## config.mk

```make
export PLATFORM = sky130hd
export DESIGN_NAME = lsgp_top
export DESIGN_NICKNAME = d
export VERILOG_FILES = /design/src/logic/lsgp_top.v
export VERILOG_INCLUDE_DIRS = /design/src /design/src/logic
export SDC_FILE = /design/constraint.sdc
export NUM_CORES = 1
export LEC_CHECK = 0
export BUFFER_PORTS_ARGS = -buffer_cell sky130_fd_sc_hd__buf_2
export CAP_MARGIN = 20
export CORE_MARGIN = 3
export CORE_UTILIZATION = 55
export CTS_BUF_LIST = sky130_fd_sc_hd__clkbuf_16
export CTS_CLUSTER_DIAMETER = 40
export DETAILED_ROUTE_END_ITERATION = 6
export PLACE_DENSITY_LB_ADDON = 0.15
export SYNTH_ARGS = -nofsm -noshare
export SYNTH_HDL_FRONTEND = slang
export SYNTH_SLANG_ARGS = --single-unit
```

## constraint.sdc

```tcl
create_clock -name clk -period 3.6 [get_ports clk]
set_input_delay 0.72 -clock clk [delete_from_list [all_inputs] [get_ports clk]]
set_output_delay 0.72 -clock clk [all_outputs]
set_load 0.1 [all_outputs]
```

## src/logic/lsgp_consts.vh

```
// constants for the lcd-shared gpio port block
// Functional notes
// - lcd ports: each bit independently input or output
// - direction 0 input, 1 drives latch
// - segment select 1 gives pin to lcd
// - reset clears latch, direction, segment select
// - latch read: dir0 seg0 returns pin level
// - latch read: dir0 seg1 returns zero
// - latch read: dir1 returns stored latch
// - read-modify-write stores pin level of inputs
// - crystal port latch resets to all ones
// - dual-clock mode: pins 1,2 are crystal
// - driven stop pin falling edge sets interrupt
// - crystal port: latch and pin read separate
// - crystal port read bits 7..3 undefined
// - stop mode floats stop pin ignoring enable
// - serial select 0: p0[7:5], 1: p4[2:0]
// - uart select 0: p0[1:0], 1: p4[3]/p3[7]
`ifndef LSGP_CONSTS_VH
`define LSGP_CONSTS_VH
// register indices; byte address is four times the index
`define LSGP_IDX_P0_LATCH 12'h000
`define LSGP_IDX_P1_LATCH 12'h001
`define LSGP_IDX_XTAL_LATCH 12'h002
`define LSGP_IDX_P0_DIR 12'h010
`define LSGP_IDX_P1_DIR 12'h011
`define LSGP_IDX_XTAL_PIN_READ 12'h016
`define LSGP_IDX_MODE_CTRL 12'h020
`define LSGP_IDX_P0_SEG 12'hfac
`define LSGP_IDX_P1SEG 12'hfad
`define LSGP_IDX_PIN_SELECT 12'hfbb
// reset values
`define LSGP_RST_LCD_PORT 8'h00
`define LSGP_RST_XTAL_LATCH 3'h7
`define LSGP_RST_PIN_SELECT 2'h0
`define LSGP_RST_MODE_CTRL 3'h0
// field positions
`define LSGP_SEL_UART 0
`define LSGP_SEL_SIO 1
`define LSGP_MODE_DUAL_CLOCK 0
`define LSGP_MODE_STOP 1
`define LSGP_MODE_OUT_EN 2
// bus answers
`define LSGP_RESP_OKAY 2'h0
`define LSGP_RESP_SLVERR 2'h2
`endif

```

## src/logic/lsgp_top.v

```verilog
// lcd-shared gpio ports p0/p1, crystal port p2 and pin select, on axi4-lite
//
// Implementation choice: register access over AXI4-Lite.
`timescale 1ns/10ps
`include "lsgp_consts.vh"
module lsgp_top (
  // clock and reset
  input wire clk,
  input wire srst,
  // axi4-lite write address
  input wire [15:0] s_axi_awaddr,
  input wire [2:0] s_axi_awprot,
  input wire s_axi_awvalid,
  output reg s_axi_awready,
  // axi4-lite write data
  input wire [31:0] s_axi_wdata,
  input wire [3:0] s_axi_wstrb,
  input wire s_axi_wvalid,
  output reg s_axi_wready,
  // axi4-lite write response
  output reg [1:0] s_axi_bresp,
  output reg s_axi_bvalid,
  input wire s_axi_bready,
  // axi4-lite read address
  input wire [15:0] s_axi_araddr,
  input wire [2:0] s_axi_arprot,
  input wire s_axi_arvalid,
  output reg s_axi_arready,
  // axi4-lite read data
  output reg [31:0] s_axi_rdata,
  output reg [1:0] s_axi_rresp,
  output reg s_axi_rvalid,
  input wire s_axi_rready,
  // port 0 pins
  input wire [7:0] p0_in,
  output reg [7:0] p0_out,
  output reg [7:0] p0_oe,
  output reg [7:0] p0_lcd_segment,
  // port 1 pins
  input wire [7:0] p1_in,
  output reg [7:0] p1_out,
  output reg [7:0] p1_oe,
  output reg [7:0] p1_lcd_segment,
  // crystal port pins, bit 0 is the stop release pin
  input wire [2:0] p2_in,
  output reg [2:0] p2_out,
  output reg [2:0] p2_oe,
  output reg slow_crystal_enable,
  output reg stop_release_fall,
  // alternate pins on ports 3 and 4
  input wire [2:0] p4_sio_in,
  input wire p37_rxd_in,
  output reg [3:0] p4_func_out,
  // serial interface and uart signals
  input wire sio_so,
  input wire sio_sck_out,
  input wire uart_txd,
  output reg sio_si,
  output reg sio_sck_in,
  output reg uart_rxd
);

  reg [7:0] port0_output_latch;
  reg [7:0] port1_output_latch;
  reg [7:0] port0_direction;
  reg [7:0] port1_direction;
  reg [7:0] port0_segment_select;
  reg [7:0] port1_segment_select;
  reg [2:0] crystal_port_latch;
  reg [1:0] peripheral_pin_select;
  reg [2:0] mode_ctrl;
  reg [7:0] p0_meta;
  reg [7:0] p0_sync;
  reg [7:0] p1_meta;
  reg [7:0] p1_sync;
  reg [2:0] p2_meta;
  reg [2:0] p2_sync;
  reg [3:0] alt_meta;
  reg [3:0] alt_sync;
  reg stop_pin_prev;
  reg [11:0] aw_idx;
  reg aw_held;
  reg [7:0] w_byte;
  reg w_lane;
  reg w_held;
  reg [7:0] next_rd_byte;
  reg next_rd_hit;
  reg next_wr_hit;
  wire [11:0] ar_idx;
  wire wr_fire;
  wire serial_choice;
  wire async_serial_choice;
  wire global_output_enable;
  wire [7:0] p0_func;

  assign ar_idx = s_axi_araddr[13:2];
  assign wr_fire = aw_held && w_held && !s_axi_bvalid;
  assign serial_choice = peripheral_pin_select[`LSGP_SEL_SIO];
  assign async_serial_choice = peripheral_pin_select[`LSGP_SEL_UART];
  assign global_output_enable = mode_ctrl[`LSGP_MODE_OUT_EN];

  // two-stage synchronisers for every pin input
  always @(posedge clk) begin
    p0_meta <= p0_in;
    p0_sync <= p0_meta;
    p1_meta <= p1_in;
    p1_sync <= p1_meta;
    p2_meta <= p2_in;
    p2_sync <= p2_meta;
    alt_meta <= {p37_rxd_in, p4_sio_in};
    alt_sync <= alt_meta;
  end

  // write address and data are taken in either order and held until both are here
  always @(posedge clk) begin
    if (srst) begin
      aw_held <= 1'b0;
      aw_idx <= 12'h000;
      w_held <= 1'b0;
      w_byte <= 8'h00;
      w_lane <= 1'b0;
      s_axi_awready <= 1'b0;
      s_axi_wready <= 1'b0;
    end else begin
      s_axi_awready <= !aw_held && !(s_axi_awvalid && s_axi_awready) && !s_axi_bvalid;
      s_axi_wready <= !w_held && !(s_axi_wvalid && s_axi_wready) && !s_axi_bvalid;
      if (s_axi_awvalid && s_axi_awready) begin
        aw_held <= 1'b1;
        aw_idx <= s_axi_awaddr[13:2];
      end else if (wr_fire) begin
        aw_held <= 1'b0;
      end
      if (s_axi_wvalid && s_axi_wready) begin
        w_held <= 1'b1;
        w_byte <= s_axi_wdata[7:0];
        w_lane <= s_axi_wstrb[0];
      end else if (wr_fire) begin
        w_held <= 1'b0;
      end
    end
  end

  // write decode; unmapped indices answer slverr and store nothing
  always @* begin
    case (aw_idx)
      `LSGP_IDX_P0_LATCH, `LSGP_IDX_P1_LATCH, `LSGP_IDX_XTAL_LATCH,
      `LSGP_IDX_P0_DIR, `LSGP_IDX_P1_DIR, `LSGP_IDX_MODE_CTRL,
      `LSGP_IDX_P0_SEG, `LSGP_IDX_P1SEG, `LSGP_IDX_PIN_SELECT: next_wr_hit = 1'b1;
      default: next_wr_hit = 1'b0;
    endcase
  end

  // register writes land at the end of the bus write, only when byte lane 0 is enabled
  always @(posedge clk) begin
    if (srst) begin
      port0_output_latch <= `LSGP_RST_LCD_PORT;
      port1_output_latch <= `LSGP_RST_LCD_PORT;
      port0_direction <= `LSGP_RST_LCD_PORT;
      port1_direction <= `LSGP_RST_LCD_PORT;
      port0_segment_select <= `LSGP_RST_LCD_PORT;
      port1_segment_select <= `LSGP_RST_LCD_PORT;
      crystal_port_latch <= `LSGP_RST_XTAL_LATCH;
      peripheral_pin_select <= `LSGP_RST_PIN_SELECT;
      mode_ctrl <= `LSGP_RST_MODE_CTRL;
    end else if (wr_fire && w_lane) begin
      case (aw_idx)
        // a read-modify-write carries the read pin level of input bits back into the latch
        `LSGP_IDX_P0_LATCH: port0_output_latch <= w_byte;
        `LSGP_IDX_P1_LATCH: port1_output_latch <= w_byte;
        `LSGP_IDX_XTAL_LATCH: crystal_port_latch <= w_byte[2:0];
        `LSGP_IDX_P0_DIR: port0_direction <= w_byte;
        `LSGP_IDX_P1_DIR: port1_direction <= w_byte;
        `LSGP_IDX_P0_SEG: port0_segment_select <= w_byte;
        `LSGP_IDX_P1SEG: port1_segment_select <= w_byte;
        `LSGP_IDX_PIN_SELECT: peripheral_pin_select <= w_byte[1:0];
        `LSGP_IDX_MODE_CTRL: mode_ctrl <= w_byte[2:0];
        default: mode_ctrl <= mode_ctrl;
      endcase
    end
  end

  // write response, one cycle after both halves are held
  always @(posedge clk) begin
    if (srst) begin
      s_axi_bvalid <= 1'b0;
      s_axi_bresp <= `LSGP_RESP_OKAY;
    end else if (wr_fire) begin
      s_axi_bvalid <= 1'b1;
      s_axi_bresp <= next_wr_hit ? `LSGP_RESP_OKAY : `LSGP_RESP_SLVERR;
    end else if (s_axi_bready) begin
      s_axi_bvalid <= 1'b0;
    end
  end

  // read mux; lcd latch reads blend pin, zero and latch per bit
  always @* begin
    next_rd_hit = 1'b1;
    next_rd_byte = 8'h00;
    case (ar_idx)
      `LSGP_IDX_P0_LATCH:
        next_rd_byte = (port0_direction & port0_output_latch) |
          (~port0_direction & ~port0_segment_select & p0_sync);
      `LSGP_IDX_P1_LATCH:
        next_rd_byte = (port1_direction & port1_output_latch) |
          (~port1_direction & ~port1_segment_select & p1_sync);
      // undefined upper bits of the crystal port simply read zero
      `LSGP_IDX_XTAL_LATCH: next_rd_byte = {5'h00, crystal_port_latch};
      `LSGP_IDX_XTAL_PIN_READ: next_rd_byte = {5'h00, p2_sync};
      `LSGP_IDX_P0_DIR: next_rd_byte = port0_direction;
      `LSGP_IDX_P1_DIR: next_rd_byte = port1_direction;
      `LSGP_IDX_P0_SEG: next_rd_byte = port0_segment_select;
      `LSGP_IDX_P1SEG: next_rd_byte = port1_segment_select;
      `LSGP_IDX_PIN_SELECT: next_rd_byte = {6'h00, peripheral_pin_select};
      `LSGP_IDX_MODE_CTRL: next_rd_byte = {5'h00, mode_ctrl};
      default: next_rd_hit = 1'b0;
    endcase
  end

  // read channel; the pin level is captured in the cycle the address is taken
  always @(posedge clk) begin
    if (srst) begin
      s_axi_arready <= 1'b0;
      s_axi_rvalid <= 1'b0;
      s_axi_rdata <= 32'h00000000;
      s_axi_rresp <= `LSGP_RESP_OKAY;
    end else begin
      s_axi_arready <= !s_axi_rvalid && !(s_axi_arvalid && s_axi_arready);
      if (s_axi_arvalid && s_axi_arready) begin
        s_axi_rvalid <= 1'b1;
        s_axi_rdata <= {24'h000000, next_rd_byte};
        s_axi_rresp <= next_rd_hit ? `LSGP_RESP_OKAY : `LSGP_RESP_SLVERR;
      end else if (s_axi_rready) begin
        s_axi_rvalid <= 1'b0;
      end
    end
  end

  // serial and uart outputs gate the latch on port 0; idle high keeps plain bits unchanged
  assign p0_func = {(serial_choice ? 1'b1 : sio_sck_out), (serial_choice ? 1'b1 : sio_so), 4'hf,
    (async_serial_choice ? 1'b1 : uart_txd), 1'b1};

  // lcd-shared pin drive; segment select wins over direction and latch
  always @(posedge clk) begin
    if (srst) begin
      p0_out <= 8'h00;
      p0_oe <= 8'h00;
      p0_lcd_segment <= 8'h00;
      p1_out <= 8'h00;
      p1_oe <= 8'h00;
      p1_lcd_segment <= 8'h00;
    end else begin
      p0_out <= port0_output_latch & p0_func;
      p0_oe <= {8{global_output_enable}} & port0_direction & ~port0_segment_select;
      p0_lcd_segment <= port0_segment_select;
      p1_out <= port1_output_latch;
      p1_oe <= {8{global_output_enable}} & port1_direction & ~port1_segment_select;
      p1_lcd_segment <= port1_segment_select;
    end
  end

  // crystal port is sink open drain: a latch 1 releases the pin so it can be read
  always @(posedge clk) begin
    if (srst) begin
      p2_out <= 3'h0;
      p2_oe <= 3'h0;
      slow_crystal_enable <= 1'b0;
    end else begin
      p2_out <= 3'h0;
      // stop mode floats the stop pin whatever the output enable says
      p2_oe[0] <= !crystal_port_latch[0] && !mode_ctrl[`LSGP_MODE_STOP];
      // crystal pins are handed to the oscillator in dual-clock mode
      p2_oe[2:1] <= mode_ctrl[`LSGP_MODE_DUAL_CLOCK] ? 2'h0 :
        ({2{global_output_enable}} & ~crystal_port_latch[2:1]);
      slow_crystal_enable <= mode_ctrl[`LSGP_MODE_DUAL_CLOCK];
    end
  end

  // falling edge on the stop pin, including one the port drives itself
  always @(posedge clk) begin
    if (srst) begin
      stop_pin_prev <= 1'b1;
      stop_release_fall <= 1'b0;
    end else begin
      stop_pin_prev <= p2_sync[0];
      stop_release_fall <= stop_pin_prev && !p2_sync[0];
    end
  end

  // peripheral input routing and alternate-pin outputs
  always @(posedge clk) begin
    if (srst) begin
      sio_si <= 1'b1;
      sio_sck_in <= 1'b1;
      uart_rxd <= 1'b1;
      p4_func_out <= 4'hf;
    end else begin
      sio_si <= serial_choice ? alt_sync[0] : p0_sync[5];
      sio_sck_in <= serial_choice ? alt_sync[2] : p0_sync[7];
      uart_rxd <= async_serial_choice ? alt_sync[3] : p0_sync[0];
      p4_func_out[0] <= 1'b1;
      p4_func_out[1] <= serial_choice ? sio_so : 1'b1;
      p4_func_out[2] <= serial_choice ? sio_sck_out : 1'b1;
      p4_func_out[3] <= async_serial_choice ? uart_txd : 1'b1;
    end
  end

endmodule // lsgp_top

```

==> results of run 1 <==
==> power breakdown <==
part	switching [mW]	internal [mW]	leakage (nW)
registers	0.0376	2.24	1.62
clock network	0.848	0.968	0.267
logic	0.302	0.0792	1.78
==> state kept, by name, indices dropped and copies added, names as in the netlist, 8 cells and up <==
name and cells:
port0_segment_select 8, p1_meta 8, p1_oe 8, aw_idx 12
port0_output_latch 8, p1_sync 8, s_axi_rdata 8, p0_sync 8
p1_out 8, p0_oe 8, p0_lcd_segment 8, port0_direction 8
port1_direction 8, p0_out 8, p0_meta 8, w_byte 8
port1_output_latch 8, port1_segment_select 8, p1_lcd_segment 8
==> synthesized netlist by cell type, types with 3 or more instances <==
library cell / instances
dfxtp_1: 198
nand2_1: 81
nor2_1: 72
mux2i_1: 58
a21oi_1: 44
nor2b_1: 32
buf_4: 31
clkbuf_1: 31
nor3b_1: 19
o21ai_0: 15
a211oi_1: 9
nand3_1: 9
inv_1: 8
nor4_1: 8
a221oi_1: 7
nand4_1: 6
a22oi_1: 5
and2_1: 5
buf_2: 5
nor3_1: 5
a32oi_1: 4
and3_1: 4
and4b_1: 4
mux2_2: 4
a21o_1: 3
a311oi_1: 3
a31oi_1: 3
nand2b_1: 3
o211a_1: 3
==> through the flow <==
| stage | hold slack [ns] | cells | setup slack, ns | utilization (%) |
|---|---|---|---|---|
| final | 0.328 | 1027 | 1.15 | 66.5 |
| after global routing | 0.331 | 1027 | 0.995 | 66.5 |
| after CTS | 0.328 | 1027 | 1.12 | 66.5 |
| after detailed placement | 0.313 | 995 | 0.913 | 62.0 |
| after global placement | 0.311 | 995 | 0.935 | 62.0 |
| after floorplan | 0.310 | 746 | 1.30 | - |
==> path summary, 6_finish.rpt <==
path	slack (ns)	startpoint	to
setup reg to reg	1.15	aw_idx[7]$_SDFFE_PP0P_	port1_direction[1]$_SDFFE_PP0P_
hold / removal	0.33	p1_meta[3]$_DFF_P_	p1_sync[3]$_DFF_P_
setup / recovery	1.15	aw_idx[7]$_SDFFE_PP0P_	port1_direction[1]$_SDFFE_PP0P_
hold reg to reg	0.33	p1_meta[3]$_DFF_P_	p1_sync[3]$_DFF_P_
==> layout make-up <==
class / instances / area (µm²) / share of cell area, %
clock buffers: 17 / 425 / 5.05
clock inverters: 15 / 144 / 1.71
inverters: 8 / 30.0 / 0.356
multi-input cells: 472 / 2890 / 34.3
flip-flops and latches: 198 / 3960 / 47.0
well taps: 172 / 215 / 2.55
repair buffers: 145 / 758 / 9.00
==> routing by layer <==
metal  global-route usage, %  wire length, µm  vias to the layer above
li1                        -                -                     2676
met1                    32.8             7760                     2572
met2                    38.5             8170                      226
met3                    5.98             1240                       29
met4                    9.88              399                        0
met5                       0                0                        -
==> logic make-up (layout without fill, tap and decap cells) <==
family | Yosys count | count (layout) | share of synthesized area (%)
other cells | 2 | 30 | 0.105
compound gates | 107 | 107 | 9.86
buf+inv | 76 | 185 | 5.80
flops | 198 | 198 | 55.3
xor+xnor | 1 | 1 | 0.122
mux | 62 | 62 | 8.73
simple gates | 272 | 272 | 20.1
==> metrics, run 1 <==
P&R area growth vs syn 17.6%; post-CTS setup buffer count 0; clk_lat worst skew around 0.44 ns; I/O pin cnt roughly 210; Worst-path clk slew ~0.07 ns; status completed; worst slew pin tran 0.916 ns; Reg2Reg Depth 5; top cell type's share of synthesized area ~55%; Antenna Cells 0; DRC viols 0; row cnt 41; Max clock buf depth 2; Critical Path AT between 2 and 3 ns; Port Buffer Count between 100 and 150; critical path buffer and inverter count 0; die width approximately 120 µm; antenna violations before repair 0; setup TNS 0 ns; clk root buf clkbuf_16; Yosys cell types 61; hold bufs inserted after CTS 0; Post-Synthesis Cells 718; die area ~0.014 mm²; crit start category flip-flop; biggest area consumer among synthesized cells dfxtp_1; most common cell after layout, fill and taps aside dfxtp_1; final-report hold violation count 0; initial core utilization between 50 and 60%; sequential share of the synthesized area a little under three fifths; worst hold path type flip-flop to flip-flop; die height between 100 and 150 µm; per-cell routed wire length 17.1 µm; Slew HR 38.7%; DRT Wirelength between 15,000 and 20,000 µm; Nets 949; Filler Cells Inserted 1,067; Global Route Usage Sum about a quarter; total grt overflow 0; hpwl dp 12,400 µm; drt initial violations 384; YS warnings 0; VDD IR max ~0.00034 V; #FFs+latches synth 198; largest cells by area after synthesis dfxtp_1, mux2i_1, nand2_1; period utilization 68.0%; CTS H-tree lvls 4; first-pass GRT wire length approximately 27,000 µm; prevailing post-synth register cell dfxtp_1; P_leak 3.67 nW; clock skew 0.00843 ns; DRT Pass-1 Iters 4; Via Count ~5.5k; CTS tree yes; Pwr Density roughly 530 mW/mm²; critical path class flip-flop to flip-flop; endpoints failing setup 0; Crit-path slowest cell nor4b_4; CP Depth 5; largest net degree at the start of global routing 124; CP Max Fanout 8; CP delay by family, top simple AND/OR/NAND/NOR gates; Vias per Instance ~5.4; CTS buffer count 17; Synth Cell Area slightly above 0.007 mm²; Power, Total roughly 4.5 mW; Critical Path RT 3.91 ns; clock sink count 198; fin. max-slew vios 0; Synth async-reset ratio 0%; Avg Inst Size Synth around 10 µm²; crit path time final 2.45 ns; post-place instance area 0.00786 mm²; worst hold path depth 0; vias in the first global route 5,120; crit path cell chain or4_4 -> nor3_4 -> nor4b_4 -> mux2i_1 -> nor2_1; CP Capture Type flip-flop; Max-Cap Viols 0; RSZ-0062 raised after global routing no; maximum clock rate ~400 MHz; share of cells above drive strength 1 around 23%; Post-synth EDFFs 0; Placeable Area 0.0127 mm²; Crit path largest cell delay 0.81 ns; post-CTS resize count 0; most frequent cells in the layout dfxtp_1, buf_2, nand2_1; final instance area between 0.008 and 0.009 mm²; GP Congestion between 0.8 and 0.9; remaining antenna violation count 0
Power figures use the tool's default switching activity.
==> inputs of run 2 (changes only) <==
- ABC_AREA: default -> 1
- CORE_UTILIZATION: 55 -> 47
- clock period: 3.6 -> 2.2 ns (I/O delays scaled with it)
==> metrics, run 2 <==
YS warnings 0; clock skew roughly 0.0091 ns; routing usage on met1 around a quarter; share of cells above drive strength 1 between 20% and 30%; GR Util met2 about 37%; hold bufs inserted after CTS 0; antenna violations before repair 0; top cell type's share of synthesized area a little over half; Post-Layout Cell Count 1,246; post-synthesis simple-gate area fraction a little under a quarter; Max-Cap Viols 0; Nets around 1.1k; Filler Cells Inserted ~1.5k; first-pass GRT wire length 27,600 µm; row cnt 45; post-place instance area roughly 0.0082 mm²; final-report hold violation count 0; most frequent cells in the layout dfxtp_1, buf_2, nand2_1; grt peak-use layer met2; biggest area consumer among synthesized cells dfxtp_1; clock sink count 198; Synth Cell Area ~0.0073 mm²; max reg flops 12; clk root buf clkbuf_16; Crit-path slowest cell nor2_4; hpwl dp between 10,000 and 15,000 µm; post-synthesis adder-cell area fraction 0%; Global Route Usage Sum roughly a fifth; period utilization about four fifths; Yosys cell types 33; total grt overflow 0; Placeable Area ~0.015 mm²; worst slack, placed roughly 0.20 ns; die height 131 µm; VDD IR max ~0.00055 V; CTS buffer count 17; synth cell count leaders dfxtp_1, nand2_1, nor2_1, inv_1, o21ai_0; die area ~0.017 mm²; largest cells by area after synthesis dfxtp_1, nand2_1, nor2_1; Post-synth EDFFs 0; CP most frequent cell nor2_4; I/O pin cnt around 210; CTS tree yes; CP Max Fanout 16; clk_lat worst skew 0.43 ns; CP Capture Type flip-flop; post-layout util 57.4%; post-CTS resize count 0; largest net degree at the start of global routing 84; crit path cell chain or2_4 -> nor2_4 -> inv_2 -> nor2_4 -> nand2_2 -> nor2_4 -> nor2_1 -> a211oi_1; vias in the first global route around 5.4k; Synth async-reset ratio 0%; per-cell routed wire length around 14 µm; Critical Path AT about 2.1 ns; Port Buffer Count approximately 140; #FFs+latches synth 198; Crit path largest cell delay 0.37 ns; crit start category flip-flop; endpoints failing setup 0; met3 Use GR ~4.9%; status completed; P_leak 3.87 nW; compound-cell area share of the yosys netlist 12.4%; DRT Pass-1 Iters 5; Max clock buf depth 2; initial core utilization around half; Post-Synthesis Cells just under 900; crit path time final roughly 1.7 ns; Avg Inst Size Synth approximately 8.3 µm²; RSZ-0062 raised after global routing no; cell with the most instances after synthesis dfxtp_1; Antenna Cells 0; post-CTS setup buffer count 0; mux cell area share after synthesis 0%; GP Congestion around 0.9; setup TNS 0 ns; Vias per Instance between 4 and 5; worst hold path type primary input to flip-flop; placed insts roughly 1.2k; die width about 130 µm; Top reg by flops aw_idx; Pwr Density roughly 860 mW/mm²; setup slack after layout about 0.46 ns; CTS H-tree lvls 4; maximum clock rate approximately 570 MHz; Worst-path clk slew 0.07 ns; most common cell after layout, fill and taps aside dfxtp_1; fin. max-slew vios 0; drt initial violations 350; combinational family with the most area after synthesis simple AND/OR/NAND/NOR gates; xor/xnor share of the synthesized area 0%; Critical Path RT around 2.5 ns; Via Count 6,018; hold slack final around 0.10 ns; DRC viols 0; sequential share of the synthesized area a little over half; Slew HR 53.0%; worst slew pin tran approximately 0.70 ns; critical path class flip-flop to flip-flop; Power, Total between 7 and 8 mW; P&R area growth vs syn 19.4%; final instance area around 0.0088 mm²; DRT Wirelength 17,900 µm; prevailing post-synth register cell dfxtp_1; remaining antenna violation count 0
-- run 2: cell count changes after synthesis, moves of 13 or more --
cell	previous run	this run
a211oi_2	0	13
clkbuf_1	31	18
nor2_1	72	125
a211oi_1	9	23
nor3_1	5	30
nor3b_1	19	0
nand2_1	81	127
o21ai_0	15	62
mux2i_1	58	0
nand3_1	9	54
inv_1	8	92
nor2b_1	32	0
-- run 2: metal layers --
| layer | part of all wire (%) | vias to the layer above | routed length, µm |
|---|---|---|---|
| li1 | - | 3086 | - |
| met1 | 41 | 2735 | 7360 |
| met2 | 51 | 169 | 9110 |
| met3 | 5.0 | 28 | 896 |
| met4 | 2.8 | 0 | 499 |
| met5 | 0 | - | 0 |
-- run 2: layout make-up --
cell class              instances  area, µm²  share of cell area, %
multi-input cells             554       2740                   31.2
clock inverters                13        173                   1.97
flip-flops and latches        198       3960                   45.2
inverters                      98        368                   4.20
clock buffers                  17        425                   4.86
well taps                     211        264                   3.01
repair buffers                155        831                   9.48
-- run 2: cell families (layout without fill, tap and decap cells) --
logic type             after synthesis  count (layout)
AO/OA/AOI/OAI                      149             149
buffers and inverters              157             283
flip-flops                         198             198
other                                2              30
AND/OR/NAND/NOR                    375             375
-- run 2: path summary, 6_finish.rpt --
check	startpoint	endpoint	slack (ns)	cells past startpoint
min reg2reg	p1_meta[7]$_DFF_P_	p1_sync[7]$_DFF_P_	0.33	0
max reg2reg	aw_idx[7]$_SDFFE_PP0P_	port1_direction[3]$_SDFFE_PP0P_	0.46	8
max	aw_idx[7]$_SDFFE_PP0P_	port1_direction[3]$_SDFFE_PP0P_	0.46	8
min	p1_in[3]	p1_meta[3]$_DFF_P_	0.10	1
-- run 2: report_power, final --
part	internal (mW)	leakage, nW	switching (mW)
clock network	1.79	0.284	1.36
logic	0.140	1.96	0.556
registers	3.67	1.62	0.0527
-- run 2: worst max-delay path: cells and delay by family (launching register included) --
kind / cells / cell delay [ns]
AND/OR/NAND/NOR: 6 / 1.01
flip-flops: 1 / 0.34
AO/OA/AOI/OAI: 1 / 0.23
buffers and inverters: 1 / 0.08
